<file path="config.mk">
export PLATFORM = sky130hd
export DESIGN_NAME = iop_port_unit
export DESIGN_NICKNAME = d
export VERILOG_FILES = /design/src/iop_pkg.sv /design/src/iop_filt_if.sv /design/src/iop_debounce.sv /design/src/iop_port_unit.sv
export SDC_FILE = /design/constraint.sdc
export NUM_CORES = 1
export LEC_CHECK = 0
export BUFFER_PORTS_ARGS = -buffer_cell sky130_fd_sc_hd__buf_2
export CAP_MARGIN = 20
export CORE_AREA = 2 2 221 223
export DETAILED_ROUTE_END_ITERATION = 7
export DIE_AREA = 0 0 223 225
export GPL_ROUTABILITY_DRIVEN = 1
export PLACE_DENSITY = 0.77
export SLEW_MARGIN = 20
export SYNTH_ARGS = -nofsm -noshare
export SYNTH_HDL_FRONTEND = slang
export SYNTH_SLANG_ARGS = --single-unit
</file>
<file path="constraint.sdc">
create_clock -name mclk -period 5.35 [get_ports mclk]
set_input_delay 0.535 -clock mclk [delete_from_list [all_inputs] [get_ports mclk]]
set_output_delay 0.535 -clock mclk [all_outputs]
set_load 0.01 [all_outputs]
</file>
<file path="src/iop_pkg.sv">
package iop_pkg;

    // ------------------------------------------------------------
    // Port geometry
    // ------------------------------------------------------------
    localparam int unsigned NGRP   = 5;       // Groups 0..3 and the debug group
    localparam int unsigned NPIN   = 8;       // Pin numbers 0..7 in each group
    localparam int unsigned NALL   = 40;
    localparam int unsigned GRP_D  = 4;
    localparam int unsigned NFILT  = 16;      // Groups 0 and 1 only

    // Pins that exist and carry the general-purpose function
    localparam logic [39:0] GPIO_MASK  = 40'h1f_ff_ff_ff_7f;
    // Same set without the output-only debug-group pin 2
    localparam logic [39:0] INPUT_MASK = 40'h1b_ff_ff_ff_7f;
    // Pins with the anti-bounce filter
    localparam logic [15:0] FILT_MASK  = 16'hff_7f;
    // Pins that may feed the edge interrupt logic
    localparam logic [39:0] INT_MASK   = 40'h00_ff_ff_ff_7f;

    // ------------------------------------------------------------
    // Reset values
    // ------------------------------------------------------------
    localparam logic [39:0] SEL_RST    = 40'h07_00_00_00_00;  // Debug group pins 0..2 start on peripheral path
    localparam logic [79:0] MUX_RST    = 80'h0;               // Function 0 is the debug signal
    localparam logic [1:0]  CLKSRC_RST = 2'h0;
    localparam logic [3:0]  CLKDIV_RST = 4'h0;
    localparam logic [15:0] PROT_RST   = 16'h0000;
    localparam logic [15:0] PROT_KEY   = 16'h0096;

    // ------------------------------------------------------------
    // Register map, word addresses
    // ------------------------------------------------------------
    localparam int unsigned AW         = 7;
    localparam logic [2:0]  REG_DATA   = 3'h0;   // [7:0] out, [15:8] in (read only)
    localparam logic [2:0]  REG_IOEN   = 3'h1;   // [7:0] output en, [15:8] input en
    localparam logic [2:0]  REG_PULL   = 3'h2;   // [7:0] pull en, [15:8] 1=up 0=down
    localparam logic [2:0]  REG_MODSEL = 3'h3;   // [7:0] peripheral enable
    localparam logic [2:0]  REG_FNCSEL = 3'h4;   // [2y+1:2y] function selector
    localparam logic [2:0]  REG_CHATEN = 3'h5;   // [7:0] filter enable
    localparam logic [6:0]  ADDR_PCLK  = 7'h40;  // [1:0] src, [7:4] div, [8] debug run
    localparam logic [6:0]  ADDR_PROT  = 7'h41;
    localparam int unsigned PCLK_DIV_LSB = 4;
    localparam int unsigned PCLK_DEBUG_RUN_ENABLE   = 8;

endpackage : iop_pkg

</file>
<file path="src/iop_filt_if.sv">
`timescale 1ns/100ps
`default_nettype none

interface iop_filt_if;
    logic [15:0] raw;
    logic        tick;
    logic [15:0] stable;

    modport core (output raw, output tick, input stable);
    modport filt (input raw, input tick, output stable);
endinterface : iop_filt_if

`default_nettype wire

</file>
<file path="src/iop_debounce.sv">
`timescale 1ns/100ps
`default_nettype none

module iop_debounce
    import iop_pkg::*;
(
    input  wire logic mclk,
    input  wire logic rst,
    iop_filt_if.filt  fl
);

    typedef struct packed {
        logic [15:0] sample;
        logic [15:0] stable;
    } iop_deb_state_t;

    iop_deb_state_t st;
    iop_deb_state_t next_st;

    // Level must agree on two filter ticks, so pulses under
    // one tick period never reach the output.
    always_comb
    begin
        next_st = st;
        if (fl.tick)
        begin
            next_st.sample = fl.raw;
            next_st.stable = (fl.raw & ~(fl.raw ^ st.sample)) | (st.stable & (fl.raw ^ st.sample));
        end
    end

    always_ff @(posedge mclk)
    begin
        if (rst)
            st <= '0;
        else
            st <= next_st;
    end

    assign fl.stable = st.stable;

endmodule : iop_debounce

`default_nettype wire

</file>
<file path="src/iop_port_unit.sv">
// Design decisions made here: strobed register access and the register addresses.
`timescale 1ns/100ps
`default_nettype none

// Operation
// - After reset non-debug pins: no input, no output, no pulls, Hi-Z, GPIO.
// - Reset configuration holds until software writes new settings.
// - Debug-shared pins come up on the debug signal path.
// - Each pin selects GPIO or one of four peripheral functions.
// - Pins addressed by group and pin number zero to seven.
// - Per-pin pull-up or pull-down choice, and per-pin pull disable.
// - GPIO pins drive high or low, or float in high impedance.
// - Anti-bounce filter works only while the filter clock is supplied.
// - Filter clock from two-bit source and four-bit divider fields.
// - Source stopping in sleep disables filtering during sleep.
// - Debug run clear suspends the filter clock in debug mode.
// - Suspended clock stops filtering, blocks filtered input, registers stay writable.
// - Debug run set keeps filter clock and filtering going in debug.
// - Only groups zero and one have the anti-bounce filter.
// - Edge interrupt sources only from groups zero to three.
// - Debug group pin two is output only, with no input path.
// - Output data bit drives the pin, one high, zero low.
// - Input data bit shows sampled pin level, one high.
// - Filter on a pin active only when its filter enable is one.
module iop_port_unit
    import iop_pkg::*;
(
    input  wire logic          mclk,
    input  wire logic          rst,
    // Register port
    input  wire logic [6:0]    addr,
    input  wire logic [15:0]   wdata,
    input  wire logic          wr,
    input  wire logic          rd,
    output logic      [15:0]   rdata,
    // Pins, flat: bit 8*group+pin
    input  wire logic [39:0]   pin_in,
    output logic      [39:0]   pin_out,
    output logic      [39:0]   pin_oe,
    output logic      [39:0]   pin_input_enable,
    output logic      [39:0]   pin_pull_up,
    output logic      [39:0]   pin_pull_down,
    // Peripheral side
    input  wire logic [39:0]   periph_out,
    input  wire logic [39:0]   periph_oe,
    output logic      [39:0]   periph_in,
    output logic      [39:0]   peripheral_enable,
    output logic      [79:0]   peripheral_function_selector,
    // Clock generator and system state
    input  wire logic [3:0]    source_tick,
    input  wire logic [3:0]    source_sleep_stop,
    input  wire logic          sleep_mode,
    input  wire logic          debug_mode,
    output logic               filter_clock,
    // Toward the edge interrupt logic
    output logic      [39:0]   edge_source
);

    // ------------------------------------------------------------
    // State
    // ------------------------------------------------------------
    typedef struct packed {
        logic [39:0] output_data_bit;
        logic [39:0] pin_output_enable;
        logic [39:0] pin_input_enable;
        logic [39:0] pull_en;
        logic [39:0] pull_up_sel;
        logic [39:0] peripheral_enable;
        logic [79:0] peripheral_function_selector;
        logic [15:0] debounce_enable;
        logic [1:0]  filter_clock_source;
        logic [3:0]  filter_clock_divider;
        logic        debug_run_enable;
        logic [15:0] protect_key;
        logic [15:0] div_count;
        logic        filter_tick;
        logic [39:0] input_data_bit;
        logic [15:0] rdata;
    } iop_state_t;

    iop_state_t st;
    iop_state_t next_st;

    iop_filt_if filt_bus ();

    iop_debounce u_debounce (
        .mclk (mclk),
        .rst  (rst),
        .fl   (filt_bus.filt)
    );

    // ------------------------------------------------------------
    // Filter clock supply
    // ------------------------------------------------------------
    logic        src_stops;
    logic        sleep_stopped;
    logic        debug_held;
    logic        clock_supplied;
    logic        src_tick;
    logic [15:0] div_limit;

    always_comb
    begin
        src_stops      = source_sleep_stop[st.filter_clock_source];
        sleep_stopped  = sleep_mode & src_stops;
        debug_held     = debug_mode & ~st.debug_run_enable;
        clock_supplied = ~sleep_stopped & ~debug_held;
        src_tick       = source_tick[st.filter_clock_source] & clock_supplied;
        div_limit      = (16'h1 << st.filter_clock_divider) - 16'h1;
    end

    assign filter_clock  = st.filter_tick;
    assign filt_bus.tick = st.filter_tick;
    assign filt_bus.raw  = pin_in[15:0] & FILT_MASK;

    // ------------------------------------------------------------
    // Input path
    // ------------------------------------------------------------
    logic [15:0] filt_on;
    logic [39:0] in_path;

    always_comb
    begin
        filt_on = st.debounce_enable & FILT_MASK;
        in_path = pin_in;
        for (int i = 0; i < NFILT; i++)
        begin
            if (filt_on[i])
            begin
                if (clock_supplied)
                    in_path[i] = filt_bus.stable[i];
                else if (sleep_stopped)
                    in_path[i] = pin_in[i];
                else
                    in_path[i] = 1'b0;
            end
        end
    end

    // ------------------------------------------------------------
    // Pin drive
    // ------------------------------------------------------------
    always_comb
    begin
        for (int i = 0; i < NALL; i++)
        begin
            if (st.peripheral_enable[i])
            begin
                // Peripheral owns the pad, pulls are switched off
                pin_out[i]          = periph_out[i];
                pin_oe[i]           = periph_oe[i];
                pin_input_enable[i] = INPUT_MASK[i];
                pin_pull_up[i]      = 1'b0;
                pin_pull_down[i]    = 1'b0;
            end
            else
            begin
                pin_out[i]          = st.output_data_bit[i];
                pin_oe[i]           = st.pin_output_enable[i];
                pin_input_enable[i] = st.pin_input_enable[i];
                // Pulls drop out whenever the output drives
                pin_pull_up[i]      = st.pull_en[i] & st.pull_up_sel[i] & ~st.pin_output_enable[i];
                pin_pull_down[i]    = st.pull_en[i] & ~st.pull_up_sel[i] & ~st.pin_output_enable[i];
            end
        end
    end

    assign periph_in                    = pin_in & st.peripheral_enable & INPUT_MASK;
    assign peripheral_enable            = st.peripheral_enable;
    assign peripheral_function_selector = st.peripheral_function_selector;
    assign edge_source                  = st.input_data_bit & ~st.peripheral_enable & INT_MASK;
    assign rdata                        = st.rdata;

    // ------------------------------------------------------------
    // Register decode
    // ------------------------------------------------------------
    logic [2:0] grp;
    logic [2:0] sub;
    logic       grp_hit;
    logic       unlocked;

    always_comb
    begin
        grp      = addr[5:3];
        sub      = addr[2:0];
        grp_hit  = ~addr[6] & (grp < 3'(NGRP));
        unlocked = (st.protect_key == PROT_KEY);
    end

    // ------------------------------------------------------------
    // Next state
    // ------------------------------------------------------------
    always_comb
    begin
        logic [5:0]  b;
        logic [7:0]  gm;
        logic [15:0] rv;
        next_st = st;
        b       = 6'(grp) << 3;
        gm      = GPIO_MASK[b +: 8];
        rv      = 16'h0;

        // Divider runs only on ticks of the selected live source
        next_st.filter_tick = 1'b0;
        if (src_tick)
        begin
            if (st.div_count >= div_limit)
            begin
                next_st.div_count   = 16'h0;
                next_st.filter_tick = 1'b1;
            end
            else
            begin
                next_st.div_count = st.div_count + 16'h1;
            end
        end

        // Sampled every cycle, so a read sees the level one clock old
        next_st.input_data_bit = in_path & st.pin_input_enable & ~st.peripheral_enable & INPUT_MASK;

        // Writes are accepted whatever the filter clock is doing
        if (wr & grp_hit)
        begin
            unique case (sub)
                REG_DATA:
                    next_st.output_data_bit[b +: 8] = wdata[7:0] & gm;
                REG_IOEN:
                begin
                    next_st.pin_output_enable[b +: 8] = wdata[7:0] & gm;
                    next_st.pin_input_enable[b +: 8]  = wdata[15:8] & INPUT_MASK[b +: 8];
                end
                REG_PULL:
                begin
                    next_st.pull_en[b +: 8]     = wdata[7:0] & gm;
                    next_st.pull_up_sel[b +: 8] = wdata[15:8] & gm;
                end
                REG_MODSEL:
                    next_st.peripheral_enable[b +: 8] = wdata[7:0] & gm;
                REG_FNCSEL:
                    next_st.peripheral_function_selector[7'(grp) * 7'd16 +: 16] = wdata;
                REG_CHATEN:
                begin
                    if (grp == 3'h0)
                        next_st.debounce_enable[7:0] = wdata[7:0] & FILT_MASK[7:0];
                    else if (grp == 3'h1)
                        next_st.debounce_enable[15:8] = wdata[7:0] & FILT_MASK[15:8];
                end
                default:
                begin
                end
            endcase
        end
        else if (wr & (addr == ADDR_PCLK) & unlocked)
        begin
            next_st.filter_clock_source  = wdata[1:0];
            next_st.filter_clock_divider = wdata[PCLK_DIV_LSB +: 4];
            next_st.debug_run_enable     = wdata[PCLK_DEBUG_RUN_ENABLE];
        end
        else if (wr & (addr == ADDR_PROT))
        begin
            next_st.protect_key = wdata;
        end

        // Read data stand in the cycle after the strobe only
        if (rd & grp_hit)
        begin
            unique case (sub)
                REG_DATA:
                    rv = {st.input_data_bit[b +: 8], st.output_data_bit[b +: 8]};
                REG_IOEN:
                    rv = {st.pin_input_enable[b +: 8], st.pin_output_enable[b +: 8]};
                REG_PULL:
                    rv = {st.pull_up_sel[b +: 8], st.pull_en[b +: 8]};
                REG_MODSEL:
                    rv = {8'h0, st.peripheral_enable[b +: 8]};
                REG_FNCSEL:
                    rv = st.peripheral_function_selector[7'(grp) * 7'd16 +: 16];
                REG_CHATEN:
                begin
                    if (grp == 3'h0)
                        rv = {8'h0, st.debounce_enable[7:0]};
                    else if (grp == 3'h1)
                        rv = {8'h0, st.debounce_enable[15:8]};
                end
                default:
                    rv = 16'h0;
            endcase
        end
        else if (rd & (addr == ADDR_PCLK))
        begin
            rv = {7'h0, st.debug_run_enable, st.filter_clock_divider, 2'h0, st.filter_clock_source};
        end
        else if (rd & (addr == ADDR_PROT))
        begin
            rv = {15'h0, unlocked};
        end
        next_st.rdata = rv;
    end

    // ------------------------------------------------------------
    // Registers
    // ------------------------------------------------------------
    always_ff @(posedge mclk)
    begin
        if (rst)
        begin
            st                              <= '0;
            st.peripheral_enable            <= SEL_RST;
            st.peripheral_function_selector <= MUX_RST;
            st.filter_clock_source          <= CLKSRC_RST;
            st.filter_clock_divider         <= CLKDIV_RST;
            st.protect_key                  <= PROT_RST;
        end
        else
        begin
            st <= next_st;
        end
    end

endmodule : iop_port_unit

`default_nettype wire

</file>
==> results of run 1 <==
-- stage by stage --
step	setup WS, ns	util (%)	std cells	power (mW)
floorplan	2.26	-	2918	3.80
global placement	1.57	55.5	3737	4.01
global route	1.36	58.9	3827	7.56
detailed placement	1.50	55.5	3737	4.02
CTS	1.69	58.9	3826	7.38
finish	1.63	58.9	3834	7.41
-- how the worst min path moves through the flow --
| stage | startpoint | to | slack (ns) | cells past startpoint |
|---|---|---|---|---|
| 6_report | pin_in[19] | st[35] | 0.19 | 2 |
| 5_1_grt | pin_in[22] | st[38] | 0.19 | 2 |
| 4_1_cts | pin_in[29] | st[45] | 0.18 | 2 |
| 3_5_place_dp | peripheral_function_selector[48] | peripheral_function_selector[48] | 0.46 | 2 |
| 3_3_place_gp | peripheral_function_selector[38] | peripheral_function_selector[38] | 0.45 | 2 |
| 2_1_floorplan | st[89] | rdata[8] | 0.43 | 2 |
-- cell families (layout without fill, tap and decap cells) --
family                   after synthesis  count (layout)  synth area share [%]
AO/OA/AOI/OAI                        589             589                  14.6
XOR/XNOR                              17              17                 0.607
other                                  2              23                0.0306
flip-flops                           456             456                  37.2
adder cells (fa/ha/maj)               23              23                  1.17
multiplexers                         245             245                  12.4
AND/OR/NAND/NOR                     1149            1149                  24.7
buffers and inverters                424             717                  9.33
-- per-layer routing --
layer	wire (um)	vias up	track usage [%]
met1	39700	11800	52.1
met4	6490	10	20.7
li1	-	10600	-
met2	46200	1959	61.4
met5	64	-	0
met3	13500	385	11.0
-- cells in the final DEF, fill, tap and decap left out, types with 8 or more instances in the layout --
| cell type | n |
|---|---|
| a31oi_1 | 8 |
| mux2_2 | 87 |
| o21ai_0 | 70 |
| a21boi_0 | 15 |
| a22oi_1 | 8 |
| dfxtp_1 | 456 |
| nor2b_1 | 57 |
| or2_2 | 39 |
| a21oi_1 | 332 |
| clkbuf_16 | 49 |
| a221oi_1 | 31 |
| nand2_1 | 514 |
| nor2_1 | 150 |
| buf_4 | 52 |
| conb_1 | 15 |
| nor4_1 | 17 |
| nor4bb_1 | 58 |
| inv_1 | 19 |
| a211oi_1 | 23 |
| and2_1 | 61 |
| diode_2 | 8 |
| buf_2 | 552 |
| ha_1 | 23 |
| nand4_1 | 51 |
| mux4_2 | 37 |
| nor4_2 | 8 |
| xnor2_1 | 16 |
| nand2b_1 | 17 |
| nor3b_1 | 10 |
| nor4b_1 | 55 |
| nand3_1 | 32 |
| a41oi_1 | 18 |
| nor3_1 | 11 |
| mux2i_1 | 120 |
| clkinv_2 | 11 |
| clkbuf_8 | 15 |
-- final cells by class --
cell class | instances | area (um^2)
Clock buffer | 71 | 1460
Multi-Input combinational cell | 2038 | 13200
Inverter | 22 | 82.6
Antenna cell | 8 | 20.0
Sequential cell | 456 | 9130
Clock inverter | 18 | 151
Fill cell | 4212 | 19500
Tap cell | 615 | 769
Timing Repair Buffer | 606 | 3190
-- state kept, by name, summed over array words and instances, names as in the netlist, named ones only --
signal / flops
filter_clock: 1
peripheral_enable: 40
filt_on: 15
peripheral_function_selector: 80
u_debounce.st: 15
rdata: 16
st: 274
-- report_power, final --
| part | internal [mW] | switching [mW] | total, mW |
|---|---|---|---|
| registers | 3.40 | 0.00777 | 3.41 |
| logic | 0.153 | 0.410 | 0.563 |
| clock network | 1.95 | 1.49 | 3.44 |
| total | 5.50 | 1.91 | 7.41 |
-- critical path: cells and delay by family, from the launching register on --
kind	cells	cell delay, ns
AO/OA/AOI/OAI	5	0.73
flip-flops	1	0.42
AND/OR/NAND/NOR	6	1.75
adder cells (fa/ha/maj)	2	0.62
==> impl_metrics.yaml, run 1 <==
pwr:
  power.density_nw_per_um2: 264
  p_leak_nw: 11.9
  peakVddDrop_v: 0.000216
logic_synthesis:
  ys.warnings.count: 0
  yosysMostFrequentCell: "nand2_1"
  syn-cell-area_um2: 24500
  synthFlopType: "dfxtp_1"
  synthCells: 2905
  ys_seq_area_share_pct: 37.2
  synth_edf_count: 0
  avgSynthCellArea_um2: 8.44
  synth_commonest_cells: "514 x nand2_1, 456 x dfxtp_1, 332 x a21oi_1, 178 x clkbuf_1, 154 x buf_4"
  synth_top_area_share_pct: 37.2
  synthTopCellsByArea: "dfxtp_1 37%, nand2_1 7.9%, a21oi_1 6.8%"
  synth_largest_area_cell: "dfxtp_1"
  async_reset_ff_share_pct: 0
  synth.distinct_cells: 91
  yosys_register_bits: 456
sta:
  hold_viol: 0
  whs_ns: 0.189
  finalSetupViolCount: 0
  min_period_ns: 3.72
  fmax_mhz: 269
  worst_slew_pin_slew_ns: 1.20
  fin_skew_ns: 0.0250
  slew_viol_final: 0
  setup_tns_ns: 0
  rsz0062_at_grt: "no"
  slew_headroom_pct: 19.9
  fin_crit_sh_pct: 69.6
cts:
  clk_pin_slew_ns: 0.06
  cts_resized: 0
  clkSinkCount: 456
  cts_max_path_buffers: 3
  cts_root_buffer: "clkbuf_16"
  post_cts_buffers: 0
  clkLatencyLatePin_ns: 0.62
  postCtsHoldBufs: 0
  cts_tree: "done"
  htreeDepth: 2
  numCtsBuffers: 49
grt:
  grt_pass1_wl_um: 150000
  grt_max_degree: 242
  grt_pass1_vias: 22600
  antenna_found_initial: 9
  track_usage_pct: 40.2
  overflow: 0
setup_path:
  cp-end-kind: "flop"
  r2r_slack_ns: 1.63
  cp.arrival_ns: 4.14
  r2r-start: "st[91]"
  crit_type: "reg2reg"
  slowest_delay_ns: 0.70
  cp-start-kind: "flop"
  worstSetupStartpoint: "st[91]"
  required_ns: 5.77
  critPathCapture: "st[58]"
  crit_path_max_fanout: 17
  cp_cell_sequence: "or2_2, nand2b_1, ha_1, or2_2, o21ai_0, a22o_1, a21oi_1, ha_1, nand3_1, nand3_1, a221oi_1, nor3_4, a221oi_1"
  r2r-end: "st[58]"
  worst_r2r_path_depth: 13
  crit_slowest_cell: "nor3_4"
die:
  rows: 80
  die-area_um2: 50200
  dieWidth_um: 223
  pin_count: 574
  die_y_um: 225
  start_util_pct: 51.6
  core_um2: 47500
finish:
  syn_to_final_growth_pct: 14.2
  drive_above_1_share_pct: 27.9
  design_area_um2: 28000
  layout.nets: 3353
drt:
  firstDrtPassIters: 7
  detail_route.vias_per_cell: 6.47
  drc: 0
  wl_um: 106000
  postRouteAntennaNets: 0
  vias: 24800
  drt_iter0_markers: 3974
  wl_per_cell_um: 27.6
run_status:
  outcome: "completed"
job:
  cap_violations: 0
place:
  gp_congestion: 0.998
  io_buffer_count: 554
  postPlaceCellArea_um2: 26400
  hpwlAfterDp_um: 75900
min_path:
  hold_path.class: "in2reg"
(Power assumes the default switching activity.)
==> run 2: changes to the inputs <==
==> constraint.sdc (replaced) <==
create_clock -name mclk -period 3.75 [get_ports mclk]
set_input_delay 0.375 -clock mclk [delete_from_list [all_inputs] [get_ports mclk]]
set_output_delay 0.375 -clock mclk [all_outputs]
set_load 0.01 [all_outputs]
==> run 2 against run 1 <==
Via count increased by 0.73%. Global-route usage is 0.26 points lower. Non-clock buffer count grew 23. Final cell count is 0.50% higher. Sequential power increased by 43%. Critical path type unchanged. Largest power group unchanged.
==> impl_metrics.yaml, run 2 (synthesized netlist as in run 1, its figures left out) <==
place:
  io_buffer_count: 554
  postPlaceCellArea_um2: 26600
  hpwlAfterDp_um: 76400
  gp_congestion: 1.02
  place_inst: 3760
die:
  dieWidth_um: 223
  die_y_um: 225
  rows: 80
  die-area_um2: 50200
  start_util_pct: 51.6
  pin_count: 574
  core_um2: 47500
grt:
  antenna_found_initial: 6
  grt_max_degree: 185
  grt.met3_usage_pct: 7.84
  grt_pass1_vias: 22700
  use_met2_pct: 61.2
  track_usage_pct: 39.9
  grt-busiest-layer: "met2"
  grt_pass1_wl_um: 149000
  overflow: 0
  grt_use_met1_pct: 52.6
pwr:
  p_leak_nw: 12.1
  swShare_pct: 25.0
  power_frac_comb_pct: 7.5
  clock_power_share_pct: 47.5
  netSwitchingPower_mw: 2.70
  peakVddDrop_v: 0.000285
  power_frac_seq_pct: 45.0
  power.density_nw_per_um2: 382
  p_int_mw: 8.11
finish:
  layout.nets: 3375
  layout_common_cells: "552 x buf_2, 514 x nand2_1, 456 x dfxtp_1, 332 x a21oi_1, 151 x nor2_1"
  largest_reg_flops: 274
  top_register: "st"
  design_area_um2: 28300
  post-route-util_pct: 59.5
  drive_above_1_share_pct: 28.3
  largestRegisters: "st x274, peripheral_function_selector x80, peripheral_enable x40"
  final_common_cell: "buf_2"
  syn_to_final_growth_pct: 15.2
  layoutNonFillerInstCount: 3853
setup_path:
  cp-end-kind: "flop"
  cp_cell_sequence: "or2_2, nand2b_1, ha_1, or2_2, o21ai_0, a22o_1, a21oi_1, ha_1, nand3_1, nand3_1, a221oi_1, nor3_4, buf_4, a221oi_1"
  worstSetupStartpoint: "st[90]"
  cp-start-kind: "flop"
  slowest_delay_ns: 0.43
  cpLargestDelayFamily: "simple AND/OR/NAND/NOR gates"
  r2r_slack_ns: 0.24
  r2r-start: "st[90]"
  required_ns: 4.25
  crit_path_max_fanout: 17
  cp.buffers_inverters: 1
  crit_slowest_cell: "a221oi_1"
  cp.arrival_ns: 4.02
  crit_type: "reg2reg"
sta:
  fin_crit_sh_pct: 93.7
  fmax_mhz: 285
  finalSetupViolCount: 0
  hold_viol: 0
  slew_viol_final: 0
  setup_tns_ns: 0
  worst_slew_pin_slew_ns: 1.10
  min_period_ns: 3.51
  fin_skew_ns: 0.0214
  rsz0062_at_grt: "no"
  slew_headroom_pct: 26.7
cts:
  numCtsBuffers: 48
  clkLatencyLatePin_ns: 0.61
  htreeDepth: 2
  cts_tree: "done"
  postCtsHoldBufs: 0
  cts_resized: 0
  cts_max_path_buffers: 3
  clk_pin_slew_ns: 0.07
  cts_root_buffer: "clkbuf_16"
  post_cts_buffers: 0
  clkSinkCount: 456
drt:
  drc: 0
  firstDrtPassIters: 6
  drt_iter0_markers: 4109
  wl_per_cell_um: 27.4
  wl_um: 105000
  detail_route.vias_per_cell: 6.48
  postRouteAntennaNets: 0
  vias: 25000
job:
  cap_violations: 0
min_path:
  hold_path.class: "in2reg"
  hold_path_startpoint: "pin_in[29]"
run_status:
  outcome: "completed"
-- run 2: changes by cell type in the layout (fill, tap and decap cells not counted), moves of 3 or more --
| cell | previous run | this run |
|---|---|---|
| inv_6 | 3 | 0 |
| bufinv_16 | 1 | 5 |
| diode_2 | 8 | 4 |
| buf_4 | 52 | 73 |
-- run 2: through the flow --
| stage | setup WS, ns | power [mW] | hold WS (ns) |
|---|---|---|---|
| after floorplan | 0.657 | 5.42 | 0.433 |
| after global placement | 0.381 | 5.73 | 0.451 |
| after detailed placement | 0.292 | 5.74 | 0.455 |
| after CTS | 0.276 | 10.8 | 0.0391 |
| after global routing | 0.0153 | 11.0 | 0.0423 |
| final | 0.237 | 10.8 | 0.0451 |
-- run 2: final timing paths --
| path | to | depth (start not counted) |
|---|---|---|
| hold reg to reg | peripheral_function_selector[38] | 2 |
| setup / recovery | st[58] | 14 |
| setup reg to reg | st[58] | 14 |
| hold / removal | st[45] | 2 |
-- run 2: power groups by stage --
| stage | logic (mW) | registers (mW) | clock network (mW) |
|---|---|---|---|
| 2_1_floorplan | 0.451 | 4.97 | 0 |
| 3_5_place_dp | 0.772 | 4.97 | 0 |
| 4_1_cts | 0.775 | 4.86 | 5.12 |
| 3_3_place_gp | 0.761 | 4.97 | 0 |
| 5_1_grt | 0.829 | 4.86 | 5.33 |
| 6_report | 0.813 | 4.86 | 5.14 |
-- run 2: metal layers --
| metal | wire length (um) | up-vias |
|---|---|---|
| met1 | 39600 | 11900 |
| met3 | 13000 | 397 |
| met5 | 23 | - |
| li1 | - | 10700 |
| met4 | 7080 | 4 |
| met2 | 45800 | 1975 |
-- run 2: layout make-up --
type	count	area (um^2)
fillers	4156	19300
well taps	615	769
diodes	4	10.0
repair buffers	629	3390
clock buffers	70	1450
multi-input cells	2038	13200
inverters	22	82.6
clock inverters	19	246
flip-flops and latches	456	9130
